## config.mk

```make
export PLATFORM = sky130hd
export DESIGN_NAME = terminal_status_lamp_control
export DESIGN_NICKNAME = d
export VERILOG_FILES = /design/src/lamp_ctrl_pkg.sv /design/src/terminal_status_lamp_control.sv
export SDC_FILE = /design/constraint.sdc
export NUM_CORES = 1
export LEC_CHECK = 0
export ABC_AREA = 1
export BUFFER_PORTS_ARGS = -buffer_cell sky130_fd_sc_hd__clkbuf_2
export CAP_MARGIN = 40
export CORE_ASPECT_RATIO = 0.9
export CORE_MARGIN = 4
export CORE_UTILIZATION = 54
export DETAILED_ROUTE_END_ITERATION = 6
export PLACE_DENSITY = 0.74
export SLEW_MARGIN = 20
export SYNTH_ARGS = -nofsm -noshare
export SYNTH_HDL_FRONTEND = slang
export SYNTH_SLANG_ARGS = --single-unit
```

## constraint.sdc

```tcl
create_clock -name ref_clk -period 5.7 [get_ports ref_clk]
set_input_delay 1.14 -clock ref_clk [delete_from_list [all_inputs] [get_ports ref_clk]]
set_output_delay 1.14 -clock ref_clk [all_outputs]
set_load 0.1 [all_outputs]
```

## src/lamp_ctrl_pkg.sv

```systemverilog
package lamp_ctrl_pkg;
   // status-control word field positions
   localparam int DISP_BIT    = 15;
   localparam int CONT_BIT    = 13;
   localparam int INTER_BIT   = 12;
   localparam int CTRL_LO_BIT = 8;
   localparam logic [15:0] STATUS_RESET = 16'h0000;
   // register indices on the plain register port
   localparam logic [3:0] REG_STATUS  = 4'h0;
   localparam logic [3:0] REG_LAMP    = 4'h1;
   localparam logic [3:0] REG_FLASH   = 4'h2;
   localparam logic [3:0] REG_PRESS   = 4'h3;
   localparam logic [3:0] REG_OUTSTAT = 4'h4;
   // timing
   localparam int CLK_HZ        = 100_000_000;
   localparam int BEEP_HALF_MS  = 500;
   localparam int BEEP_HALF_CYC = (CLK_HZ / 1000) * BEEP_HALF_MS;
endpackage : lamp_ctrl_pkg

```

## src/terminal_status_lamp_control.sv

```systemverilog
// Overview of operation
// - after reset the status word is ignored until software first changes it
// - status actions happen only on a changed bit, steady levels repeat nothing
// - bit 15 display on, bit 13 continuous buzzer, bit 12 intermittent buzzer
// - both buzzer bits cleared silences the buzzer
// - each lamp or switch control bit: zero off, one lit or flashing
// - per-indicator preset attribute picks steady or flashing, not the control bit
// - touch switch lit by highlighting its image, no separate lamp
// - separate notify bits report whether each touch switch was pressed
// - lamps follow their control bits continuously with no handshake
// - both buzzer bits set selects the continuous buzzer
// - intermittent buzzer sounds 0.5 s on, 0.5 s off while requested
`timescale 1ns/10ps
module terminal_status_lamp_control #(
   parameter int NUM_LAMP = 8,
   parameter int NUM_SW   = 8,
   parameter int HALF_CYC = lamp_ctrl_pkg::BEEP_HALF_CYC
) (
   input  wire logic                ref_clk,
   input  wire logic                rst_b,
   input  wire logic [3:0]          regAddr,
   input  wire logic [15:0]         regWrData,
   input  wire logic                regWrStb,
   input  wire logic                regRdStb,
   output logic      [15:0]         regRdData,
   input  wire logic [NUM_SW-1:0]   swPressed,
   output logic                     screenOn,
   output logic                     buzzer,
   output logic      [NUM_LAMP-1:0] lampOn,
   output logic      [NUM_SW-1:0]   swHighlight
);
   localparam int NIND = NUM_LAMP + NUM_SW;
   localparam int CW   = $clog2(HALF_CYC + 1);

   // refused at elaboration: indicators share one 16-bit register, divider needs two counts
   if (NUM_LAMP < 1 || NUM_SW < 1 || NIND > 16 || HALF_CYC < 2) begin : g_bad_param
      $error("unsupported parameter values");
   end

   ////////////////////////////////////////////////////////////////////////////
   logic rstSync1_q, rstSync2_q;
   always_ff @(posedge ref_clk or negedge rst_b) begin
      if (!rst_b) begin
         rstSync1_q <= 1'b0;
         rstSync2_q <= 1'b0;
      end else begin
         rstSync1_q <= 1'b1;
         rstSync2_q <= rstSync1_q;
      end
   end
   wire rstN = rstSync2_q;

   logic [NUM_SW-1:0] pressS1_q, pressS2_q;
   always_ff @(posedge ref_clk or negedge rstN) begin
      if (!rstN) begin
         pressS1_q <= '0;
         pressS2_q <= '0;
      end else begin
         pressS1_q <= swPressed;
         pressS2_q <= pressS1_q;
      end
   end

   ////////////////////////////////////////////////////////////////////////////
   // register state
   logic [15:0]     statusWord_q, statusWord_d;
   logic [15:0]     lastWord_q, lastWord_d;
   logic            armed_q, armed_d;
   logic            dispReq_q, dispReq_d;
   logic            contReq_q, contReq_d;
   logic            interReq_q, interReq_d;
   logic [NIND-1:0] ctrlBits_q, ctrlBits_d;
   logic [NIND-1:0] flashAttr_q, flashAttr_d;
   logic [NUM_SW-1:0] pressLatch_q, pressLatch_d;
   logic [15:0]     rdData_d;
   logic [15:0]     changed;

   always_comb begin
      statusWord_d = statusWord_q;
      lastWord_d   = lastWord_q;
      armed_d      = armed_q;
      dispReq_d    = dispReq_q;
      contReq_d    = contReq_q;
      interReq_d   = interReq_q;
      ctrlBits_d   = ctrlBits_q;
      flashAttr_d  = flashAttr_q;
      // set wins over a software clear in the same cycle
      pressLatch_d = pressLatch_q;
      if (regWrStb && regAddr == lamp_ctrl_pkg::REG_STATUS) begin
         statusWord_d = regWrData;
      end
      if (regWrStb && regAddr == lamp_ctrl_pkg::REG_LAMP) begin
         ctrlBits_d = regWrData[NIND-1:0];
      end
      if (regWrStb && regAddr == lamp_ctrl_pkg::REG_FLASH) begin
         flashAttr_d = regWrData[NIND-1:0];
      end
      if (regWrStb && regAddr == lamp_ctrl_pkg::REG_PRESS) begin
         pressLatch_d = pressLatch_q & ~regWrData[NUM_SW-1:0];     // write one to clear
      end
      pressLatch_d = pressLatch_d | pressS2_q;
      // compare the stored word against the last applied copy
      changed = statusWord_q ^ lastWord_q;
      if (changed != 16'h0000) begin
         lastWord_d = statusWord_q;
         armed_d    = 1'b1;
         // only bits that actually moved are applied
         if (changed[lamp_ctrl_pkg::DISP_BIT])
            dispReq_d = statusWord_q[lamp_ctrl_pkg::DISP_BIT];
         if (changed[lamp_ctrl_pkg::CONT_BIT])
            contReq_d = statusWord_q[lamp_ctrl_pkg::CONT_BIT];
         if (changed[lamp_ctrl_pkg::INTER_BIT])
            interReq_d = statusWord_q[lamp_ctrl_pkg::INTER_BIT];
      end
      unique case (regAddr)
         lamp_ctrl_pkg::REG_STATUS:  rdData_d = statusWord_q;
         lamp_ctrl_pkg::REG_LAMP:    rdData_d = 16'(ctrlBits_q);
         lamp_ctrl_pkg::REG_FLASH:   rdData_d = 16'(flashAttr_q);
         lamp_ctrl_pkg::REG_PRESS:   rdData_d = 16'(pressLatch_q);
         lamp_ctrl_pkg::REG_OUTSTAT: rdData_d = {13'h0, armed_q, buzzer, screenOn};
         default:                    rdData_d = 16'h0000;
      endcase
      if (!regRdStb) rdData_d = 16'h0000;
   end

   always_ff @(posedge ref_clk or negedge rstN) begin
      if (!rstN) begin
         statusWord_q <= lamp_ctrl_pkg::STATUS_RESET;
         lastWord_q   <= lamp_ctrl_pkg::STATUS_RESET;
         armed_q      <= 1'b0;
         dispReq_q    <= 1'b0;
         contReq_q    <= 1'b0;
         interReq_q   <= 1'b0;
         ctrlBits_q   <= '0;
         flashAttr_q  <= '0;
         pressLatch_q <= '0;
         regRdData    <= 16'h0000;
      end else begin
         statusWord_q <= statusWord_d;
         lastWord_q   <= lastWord_d;
         armed_q      <= armed_d;
         dispReq_q    <= dispReq_d;
         contReq_q    <= contReq_d;
         interReq_q   <= interReq_d;
         ctrlBits_q   <= ctrlBits_d;
         flashAttr_q  <= flashAttr_d;
         pressLatch_q <= pressLatch_d;
         regRdData    <= rdData_d;
      end
   end

   ////////////////////////////////////////////////////////////////////////////
   // half-second phase divider for the intermittent buzzer only; indicators flash from flPh_q
   logic [CW-1:0] halfCnt_q, halfCnt_d;
   logic          phase_q, phase_d;
   always_comb begin
      halfCnt_d = halfCnt_q + 1'b1;
      phase_d   = phase_q;
      if (halfCnt_q == CW'(HALF_CYC - 1)) begin
         halfCnt_d = '0;
         phase_d   = ~phase_q;
      end
      // restart so an intermittent request always opens with a full on phase
      if (!interReq_q || contReq_q) begin
         halfCnt_d = '0;
         phase_d   = 1'b0;
      end
   end
   always_ff @(posedge ref_clk or negedge rstN) begin
      if (!rstN) begin
         halfCnt_q <= '0;
         phase_q   <= 1'b0;
      end else begin
         halfCnt_q <= halfCnt_d;
         phase_q   <= phase_d;
      end
   end

   // flashing uses a free-running phase so indicators do not wait on buzzer state
   logic [CW-1:0] flCnt_q;
   logic          flPh_q;
   always_ff @(posedge ref_clk or negedge rstN) begin
      if (!rstN) begin
         flCnt_q <= '0;
         flPh_q  <= 1'b0;
      end else if (flCnt_q == CW'(HALF_CYC - 1)) begin
         flCnt_q <= '0;
         flPh_q  <= ~flPh_q;
      end else begin
         flCnt_q <= flCnt_q + 1'b1;
      end
   end

   ////////////////////////////////////////////////////////////////////////////
   logic          screenOn_d, buzzer_d;
   logic [NIND-1:0] indOn_d, indOn_q;
   always_comb begin
      screenOn_d = dispReq_q;
      buzzer_d   = 1'b0;
      if (contReq_q)
         buzzer_d = 1'b1;
      else if (interReq_q)
         buzzer_d = ~phase_q;                                       // full on phase first
   end
   genvar gi;
   generate
      for (gi = 0; gi < NIND; gi++) begin : g_ind
         // zero is off; one is steady or flashing by attribute
         assign indOn_d[gi] = ctrlBits_q[gi] & (~flashAttr_q[gi] | ~flPh_q);
      end
   endgenerate
   always_ff @(posedge ref_clk or negedge rstN) begin
      if (!rstN) begin
         screenOn <= 1'b0;
         buzzer   <= 1'b0;
         indOn_q  <= '0;
      end else begin
         screenOn <= screenOn_d;
         buzzer   <= buzzer_d;
         indOn_q  <= indOn_d;
      end
   end
   assign lampOn      = indOn_q[NUM_LAMP-1:0];
   assign swHighlight = indOn_q[NIND-1:NUM_LAMP];

   ////////////////////////////////////////////////////////////////////////////
   property p_quiet_until_change;
      @(posedge ref_clk) disable iff (!rstN)
      !armed_q |-> !screenOn && !buzzer;
   endproperty
   a_quiet_until_change: assert property (p_quiet_until_change) else $error("acted before first change");

   property p_steady_no_action;
      @(posedge ref_clk) disable iff (!rstN)
      (statusWord_q == lastWord_q) |=> $stable(dispReq_q) && $stable(contReq_q);
   endproperty
   a_steady_no_action: assert property (p_steady_no_action) else $error("action without change");

   property p_display_follows;
      @(posedge ref_clk) disable iff (!rstN)
      $changed(statusWord_q[lamp_ctrl_pkg::DISP_BIT]) |=>
         ##1 screenOn == $past(statusWord_q[lamp_ctrl_pkg::DISP_BIT], 2);
   endproperty
   a_display_follows: assert property (p_display_follows) else $error("display not applied");

   property p_silence;
      @(posedge ref_clk) disable iff (!rstN)
      (!contReq_q && !interReq_q) |=> !buzzer;
   endproperty
   a_silence: assert property (p_silence) else $error("buzzer not silenced");

   property p_cont_priority;
      @(posedge ref_clk) disable iff (!rstN)
      (contReq_q && interReq_q) [*3] |-> buzzer;
   endproperty
   a_cont_priority: assert property (p_cont_priority) else $error("continuous buzzer lost priority");

   property p_lamp_off;
      @(posedge ref_clk) disable iff (!rstN)
      !ctrlBits_q[0] |=> !lampOn[0];
   endproperty
   a_lamp_off: assert property (p_lamp_off) else $error("lamp lit with control bit clear");

   property p_steady_attr;
      @(posedge ref_clk) disable iff (!rstN)
      (ctrlBits_q[0] && !flashAttr_q[0]) |=> lampOn[0];
   endproperty
   a_steady_attr: assert property (p_steady_attr) else $error("steady lamp not lit");

   property p_press_notify;
      @(posedge ref_clk) disable iff (!rstN)
      pressS2_q[0] |=> pressLatch_q[0];
   endproperty
   a_press_notify: assert property (p_press_notify) else $error("press not recorded");

   property p_inter_on_phase;
      @(posedge ref_clk) disable iff (!rstN)
      (interReq_q && !contReq_q && halfCnt_q == '0 && !phase_q) |=> buzzer;
   endproperty
   a_inter_on_phase: assert property (p_inter_on_phase) else $error("intermittent on phase missing");
endmodule : terminal_status_lamp_control

```

**Word-level counts from Yosys, hierarchy flattened**

Index checks and enable logic that the tools add are counted.
W data, S select, Z words.

- Memories: 0
- Input port bits: 32
- Bits in latches: 0
- Output and inout port bits: 34
- ROM bits: 0
- Register bits: 182
- RAM bits: 0
- Logic and storage cells: 105

- Reduce and logical (&&, ||, !) cells: 12
- Div/mod/pow operators: 0
- Shift-type cells: 0
- Order comparisons: 0
- Mux-type cells: 10
- $mul: 0
- $add $sub $neg: 2
- Bitwise operators: 54
- Equal/unequal tests: 6

Operator list:

| operator | number |
|---|---|
| $pmux W16 S5 | 1 |
| $mux W26 | 3 |
| $add A26 B1 Y26 const B | 2 |
| $eq A26 B26 Y1 const B | 2 |
| $not A1 Y1 | 18 |
| $and A1 B1 Y1 | 16 |
| $mux W16 | 1 |
| $or A1 B1 Y1 | 16 |
| $reduce_bool A16 Y1 | 1 |
| $xor A16 B16 Y16 | 1 |
| $and A8 B8 Y8 | 1 |
| $eq A4 B2 Y1 const B | 2 |
| $mux W8 | 1 |
| $not A8 Y8 | 1 |
| $or A8 B8 Y8 | 1 |
| $reduce_and A2 Y1 | 3 |
| $eq A4 B1 Y1 const B | 1 |
| $eq A4 B3 Y1 const B | 1 |
| $logic_and A1 B1 Y1 | 4 |
| $logic_not A4 Y1 | 1 |
| $mux W1 | 4 |
| $reduce_bool A2 Y1 | 1 |
| $logic_not A1 Y1 | 1 |
| $logic_or A1 B1 Y1 | 1 |

**Depth between registers and ports, before layout**

Gate-level depths: netlist (run 1).

- Word-level depth: 4
- Mapped depth: 10
- Gate-level depth less buffers: 10

**Worst setup path after synthesis (run 1)**

No wires, ideal clock.

- Kind: register -> output
- From: reg buzzer
- To: out buzzer
- Slack: 3.662 ns
- Stages on the path, launching flop included: 1
- Path buffers: 0
- Required time: 4.560 ns
- Data arrival time: 0.898 ns
- Cells stage by stage: dfrtp_1

RTL lines:

| item | RTL line | source |
|---|---|---|
| start, declared | terminal_status_lamp_control.sv:28 | `output logic buzzer,` |
| start signal, assigned | terminal_status_lamp_control.sv:219 | `buzzer <= buzzer_d;` |

No word-level cell between the ends.

**Final worst setup path (run 1)**

- From: reg buzzer
- To: out buzzer

No word-level cell between the ends.

==> key figures, run 1 <==
Logic synthesis
  – Syn Inst Count: 952
  – Sequential share of the synthesized area: 56.1%
  – Synth top area cells: dfrtp_1 (56%), nand2_1 (9.9%), nor2_1 (7.1%)
  – Yosys top cell area share: 56.1%
  – Post-synthesis cell type count: 34
  – Synth Warn #: 0
  – Most used standard cell by instance count after synthesis: nand2_1
  – Async set-reset flop share out of synthesis: 100%
  – Most frequent cells after synthesis: nand2_1 (214), dfrtp_1 (182), nor2_1 (153)
  – Top_reg_cell synth: dfrtp_1
  – Netlist Area Pre-Place: 0.00812 mm²
  – Synth Register Bits: 182
  – Avg Cell Area, Syn: 8.53 µm²
  – Largest area contributor in the netlist: dfrtp_1
  – Mapped Nets: 987
  – Number of flops mapped to enable cells by yosys: 0

Clock tree
  – Root Buffer: clkbuf_16
  – Clk_lat worst skew: 0.44 ns
  – Clk buf depth: 2
  – Post-CTS Hold Buffers: 0
  – Cts bufs inserted: 17
  – Setup bufs post-CTS: 0
  – # clock sinks: 182
  – Post-CTS sizing: 0
  – CTS tree: built
  – Clk pin slew, worst setup/hold paths: 0.07 ns
  – H-tree depth: 4

Cells and area
  – Post-route cell area: 0.00921 mm²
  – Layout overhead on the synthesized area: 13.4%
  – Non-filler instance count after layout: 1,217
  – Util after Layout: 62.6%
  – Share of layout cells above drive strength 1: 14.0%
  – Final nets: 1,041
  – Diode count: 0

Worst setup path
  – Crit path cell chain: clkbuf_2
  – Worst EP arrival: 1.33 ns
  – WP data required: 4.56 ns
  – Crit-path max FO: 2
  – Crit path depth: 1
  – CP Buf/Inv Count: 1
  – CP Class: reg -> out
  – Slowest CP cell: clkbuf_2
  – CP max stage delay: 0.48 ns
  – Crit path capture type: output port
  – R2R depth: 8
  – R2r setup slk: 3.89 ns
  – CP delay by family, top: buffers and inverters
  – Worst setup SP type: register

STA
  – F_max: 405 MHz
  – Slew of the pin with the lowest slew margin: 0.758 ns
  – Final Max Tran Viols: 0
  – RSZ-0062 raised after global routing: no
  – Fin crit share: 43.3%
  – Max_slew headroom: 49.5%
  – Hold Vio Cnt, Final: 0
  – Final Setup Violations: 0
  – Min Tclk post-route: 2.47 ns
  – Final TNS setup: 0 ns
  – Setup slack after layout: 3.23 ns
  – Setup Skew: 0.0137 ns

Detailed routing
  – DR vias: 6,141
  – Vias per cell: 5.05
  – Drt wl/cell: 13.7 µm
  – DRT Pass-1 Iters: 5
  – 1st-iter DRT viols: 512
  – Residual DRC: 0
  – Post-Route WL: 16,700 µm
  – Post-route ant nets: 0

Place
  – GP Congestion: 0.890
  – DP Area: 0.00860 mm²
  – Inst Count DP: 1,183
  – IO buf count: 65
  – Post-DP HPWL: 11,700 µm
  – Worst slack at placement: 2.76 ns

Min path
  – Worst Hold Class: reg -> async

Floorplanning
  – Die X: 137 µm
  – Core Region: 0.0147 mm²
  – Num rows: 42
  – Initial cell density of the core: 55.2%
  – Die area: 0.0171 mm²
  – Io pins: 66
  – Die H: 124 µm

Pwr
  – Pleak: 4.49 nW
  – Worst VDD drop: 247 µV
  – PD cells: 356 mW/mm²

Global routing
  – GR Overflow Total: 0
  – Global Route met2 Usage: 31.5%
  – Number of global-route vias before repair: 5,962
  – Met1 Use GR: 30.3%
  – Met3 GRT Util: 5.65%
  – Initial antenna violation count: 0
  – Total track usage: 21.1%
  – Busiest grt layer: met2
  – Pin count of the biggest net entering global routing: 104
  – First-pass GRT wire length: 28,500 µm

Outcome
  – Status: complete, no violations

Flow run
  – Max-cap viol count: 0
==> final timing paths <==
| check | from | to |
|---|---|---|
| worst max-delay path | buzzer$_DFF_PN0_ | buzzer |
| worst min-delay path | rstN$_DFF_PN0_ | regRdData[15]$_DFF_PN0_ |
| worst max register to register | halfCnt_q[0]$_DFF_PN0_ | halfCnt_q[25]$_DFF_PN0_ |
| worst min register to register | rstN$_DFF_PN0_ | regRdData[15]$_DFF_PN0_ |
| max in group asynchronous | rstN$_DFF_PN0_ | pressS1_q[7]$_DFF_PN0_ |
| min in group ref_clk | pressS1_q[6]$_DFF_PN0_ | pressS2_q[6]$_DFF_PN0_ |
==> layout by cell type (no fill, tap or decap), drive strengths merged, types with 5 or more instances in the layout <==
cell type    n
a21oi       21
xor2        14
nand2      222
o21ai       63
inv        127
clkbuf      83
nor3        12
buf          5
dfrtp      182
xnor2       22
nor2       175
o22ai        5
nand4       21
o211ai       5
clkinv       5
o21bai      10
nand3       31
==> logic make-up after synthesis <==
group	after synthesis	share of synthesized area, %
XOR/XNOR	36	3.88
flip-flops	182	56.1
other	1	0.0462
AND/OR/NAND/NOR	469	24.8
buffers and inverters	156	7.51
AO/OA/AOI/OAI	105	7.18
adder cells (fa/ha/maj)	3	0.463
==> flip-flops by register name, summed over array words and instances, names as in the netlist <==
signal and flops:
phase_q 1, pressS1_q 8, statusWord_q 16, buzzer 1, flPh_q 1, halfCnt_q 26
armed_q 1, rstSync1_q 1, regRdData 16, flCnt_q 26, dispReq_q 1, screenOn 1
contReq_q 1, flashAttr_q 16, lastWord_q 16, pressLatch_q 8, ctrlBits_q 16, interReq_q 1
indOn_q 16, pressS2_q 8, rstN 1
==> through the flow <==
stage | power [mW] | hold slack, ns
global route | 3.42 | 0.301
detailed placement | 2.17 | 0.271
CTS | 3.30 | 0.277
finish | 3.27 | 0.260
floorplan | 2.05 | 0.331
global placement | 2.16 | 0.331
==> power by group <==
group          internal [mW]  leakage (nW)  total, mW  switching, mW
sequential              1.44          2.33       1.55          0.108
clock                  0.588         0.273       1.12          0.536
combinational          0.134          1.89      0.599          0.465
total                   2.17          4.49       3.27           1.11
==> area by class of cell <==
class                           count  area (µm²)
Inverter                          121         454
Clock inverter                     14         138
Multi-Input combinational cell    614        2950
Clock buffer                       18         439
Fill cell                        1272        5510
Timing Repair Buffer               70         418
Sequential cell                   182        4560
Tap cell                          198         248
==> routing by layer <==
metal | wire, µm | up-vias | part of all wire [%]
li1 | - | 3059 | -
met2 | 7710 | 169 | 46
met4 | 226 | 0 | 1.4
met3 | 869 | 25 | 5.2
met1 | 7890 | 2888 | 47
met5 | 0 | - | 0
No activity file was read; power rests on OpenSTA's default activity.
==> inputs of run 2 (changes only) <==
==> constraint.sdc (replaced) <==
create_clock -name ref_clk -period 2 [get_ports ref_clk]
set_input_delay 0.4 -clock ref_clk [delete_from_list [all_inputs] [get_ports ref_clk]]
set_output_delay 0.4 -clock ref_clk [all_outputs]
set_load 0.1 [all_outputs]
==> key figures, run 2 (synthesis gave the netlist of run 1 again) <==
Outcome
  – Status: complete, no violations

STA
  – Max_slew headroom: 61.2% (+12 points)
  – Slew of the pin with the lowest slew margin: 0.585 ns (-0.173 ns)
  – Setup Skew: 0.0125 ns (-0.00115 ns)
  – Final Max Tran Viols: 0 (unchanged)
  – Min Tclk post-route: 1.70 ns
  – RSZ-0062 raised after global routing: no
  – Final Setup Violations: 0 (unchanged)
  – Setup slack after layout: 0.299 ns (-2.93 ns)
  – F_max: 588 MHz
  – Fin crit share: 85.0%
  – Hold Vio Cnt, Final: 0 (unchanged)
  – Final TNS setup: 0 ns (unchanged)

Min path
  – Worst Hold Class: in -> reg
  – Worst Hold End: pressS1_q[3]$_DFF_PN0_
  – Hold Crit Start: swPressed[3]
  – Hold Path Depth: 1

Pwr
  – PD cells: 1040 mW/mm² (+190%)
  – Worst VDD drop: 1100 µV (+340%)
  – Pint: 6.62 mW (+210%)
  – Logic pwr share: 17.9% (-0.4 points)
  – Part of the power in the clock network: 36.7% (+2.4 points)
  – Switching Share: 31.9% (-2.0 points)
  – Pleak: 4.56 nW (+1.6%)
  – NetSw: 3.10 mW (+180%)
  – Seq pwr share: 45.4% (-2.0 points)

Clock tree
  – Clk buf depth: 2 (unchanged)
  – Clk_lat worst skew: 0.43 ns (about the same)
  – H-tree depth: 4 (unchanged)
  – Post-CTS sizing: 0 (unchanged)
  – Clk pin slew, worst setup/hold paths: 0.07 ns (about the same)
  – Cts bufs inserted: 17 (unchanged)
  – # clock sinks: 182 (unchanged)
  – CTS tree: built
  – Root Buffer: clkbuf_16

Worst setup path
  – R2r setup slk: 0.37 ns (-3.52 ns)
  – Crit-path max FO: 2 (unchanged)
  – Worst EP arrival: 1.30 ns (-0.03 ns)
  – CP max stage delay: 0.48 ns (about the same)
  – R2R Path Start: halfCnt_q[0]$_DFF_PN0_
  – CP delay by family, top: buffers and inverters
  – R2R depth: 9 (+1)
  – Worst setup SP type: register
  – Slowest CP cell: clkbuf_2
  – Crit path capture type: output port
  – WP data required: 1.60 ns (-2.96 ns)
  – CP Buf/Inv Count: 1 (unchanged)
  – Worst R2R End: halfCnt_q[14]$_DFF_PN0_
  – Crit path cell chain: clkbuf_2
  – CP Class: reg -> out

Cells and area
  – Diode count: 0 (unchanged)
  – Layout overhead on the synthesized area: 14.8%
  – Util after Layout: 63.3% (+0.76 points)
  – Final nets: 1,048 (+0.67%)
  – Top flop regs: flCnt_q x26, halfCnt_q x26
  – Share of layout cells above drive strength 1: 14.4% (+0.39 points)
  – Post-route cell area: 0.00932 mm² (+1.2%)
  – Most common cell after layout, fill and taps aside: nand2_1
  – Most frequent cells in the layout: nand2_1 (214), dfrtp_1 (181), nor2_1 (153)
  – Non-filler instance count after layout: 1,224 (+0.58%)

Flow run
  – Max-cap viol count: 0 (unchanged)

Global routing
  – First-pass GRT wire length: 29,200 µm (+2.3%)
  – Pin count of the biggest net entering global routing: 77 (-26%)
  – GR Overflow Total: 0 (unchanged)
  – Number of global-route vias before repair: 6,061 (+1.7%)
  – Initial antenna violation count: 0 (unchanged)
  – Total track usage: 21.5% (+0.32 points)

Floorplanning
  – Initial cell density of the core: 55.2% (unchanged)
  – Io pins: 66 (unchanged)
  – Die area: 0.0171 mm² (unchanged)
  – Num rows: 42 (unchanged)
  – Die H: 124 µm (unchanged)
  – Core Region: 0.0147 mm² (unchanged)
  – Die X: 137 µm (unchanged)

Detailed routing
  – Post-Route WL: 16,900 µm (+1.5%)
  – Post-route ant nets: 0 (unchanged)
  – Vias per cell: 5.02 (-0.44%)
  – 1st-iter DRT viols: 467 (-8.8%)
  – DRT Pass-1 Iters: 5 (unchanged)
  – DR vias: 6,149 (+0.13%)
  – Drt wl/cell: 13.8 µm (+0.89%)
  – Residual DRC: 0 (unchanged)

Place
  – Inst Count DP: 1,191 (+0.68%)
  – DP Area: 0.00867 mm² (+0.81%)
  – Post-DP HPWL: 12,100 µm (+2.9%)
  – IO buf count: 65 (unchanged)
  – GP Congestion: 0.914 (+2.7%)
  – Worst slack at placement: 0.303 ns (-2.46 ns)
## run 2: cell count changes in the layout (fill, tap and decap cells not counted), moves of 2 or more
| cell | before | now |
|---|---|---|
| bufinv_16 | 0 | 3 |
| clkinv_8 | 3 | 1 |
| buf_8 | 3 | 0 |
| buf_12 | 1 | 4 |
| buf_4 | 0 | 7 |
| clkinvlp_4 | 3 | 0 |
| inv_8 | 0 | 2 |
## run 2: metrics by stage
stage / power (mW) / hold slack, ns
finish: 9.72 / 0.0739
global route: 10.1 / 0.0538
CTS: 9.80 / 0.0575
detailed placement: 6.23 / 0.188
global placement: 6.19 / 0.188
floorplan: 5.83 / 0.104
## run 2: worst max-delay path by stage
stage	start	to	depth (start not counted)
final	buzzer$_DFF_PN0_	buzzer	1
after global routing	flCnt_q[0]$_DFF_PN0_	flCnt_q[24]$_DFF_PN0_	10
after CTS	buzzer$_DFF_PN0_	buzzer	1
after detailed placement	regAddr[1]	statusWord_q[12]$_DFFE_PN0P_	8
after global placement	regAddr[1]	statusWord_q[5]$_DFFE_PN0P_	8
after floorplan	rstN$_DFF_PN0_	armed_q$_DFFE_PN0N_	0
## run 2: repair_timing
action / CTS / global route
hold buffers: 1 / 0
endpoints found under the hold margin: 2 / 0
setup buffers: 0 / 0
## run 2: power by group through the flow
stage          clock network, mW  registers (mW)  logic [mW]
2_1_floorplan                  0            5.18       0.655
3_3_place_gp                   0            4.46        1.73
3_5_place_dp                   0            4.48        1.75
4_1_cts                     3.62            4.42        1.76
5_1_grt                     3.79            4.47        1.89
6_report                    3.56            4.42        1.74
## run 2: cell type report
type,instances,area [µm²]
multi-input cells,614,2950
repair buffers,77,468
inverters,121,454
clock inverters,12,181
clock buffers,20,457
well taps,198,248
fillers,1265,5400
flip-flops and latches,182,4560
## run 2: metal layers
layer  track usage [%]  share of wire [%]  routed length, µm  vias up
li1                  -                  -                  -     3073
met3              5.25                5.1                857       15
met5                 0                  0                  0        -
met4              4.58               0.83                140        0
met1              31.0                 47               8040     2932
met2              33.3                 47               7910      129
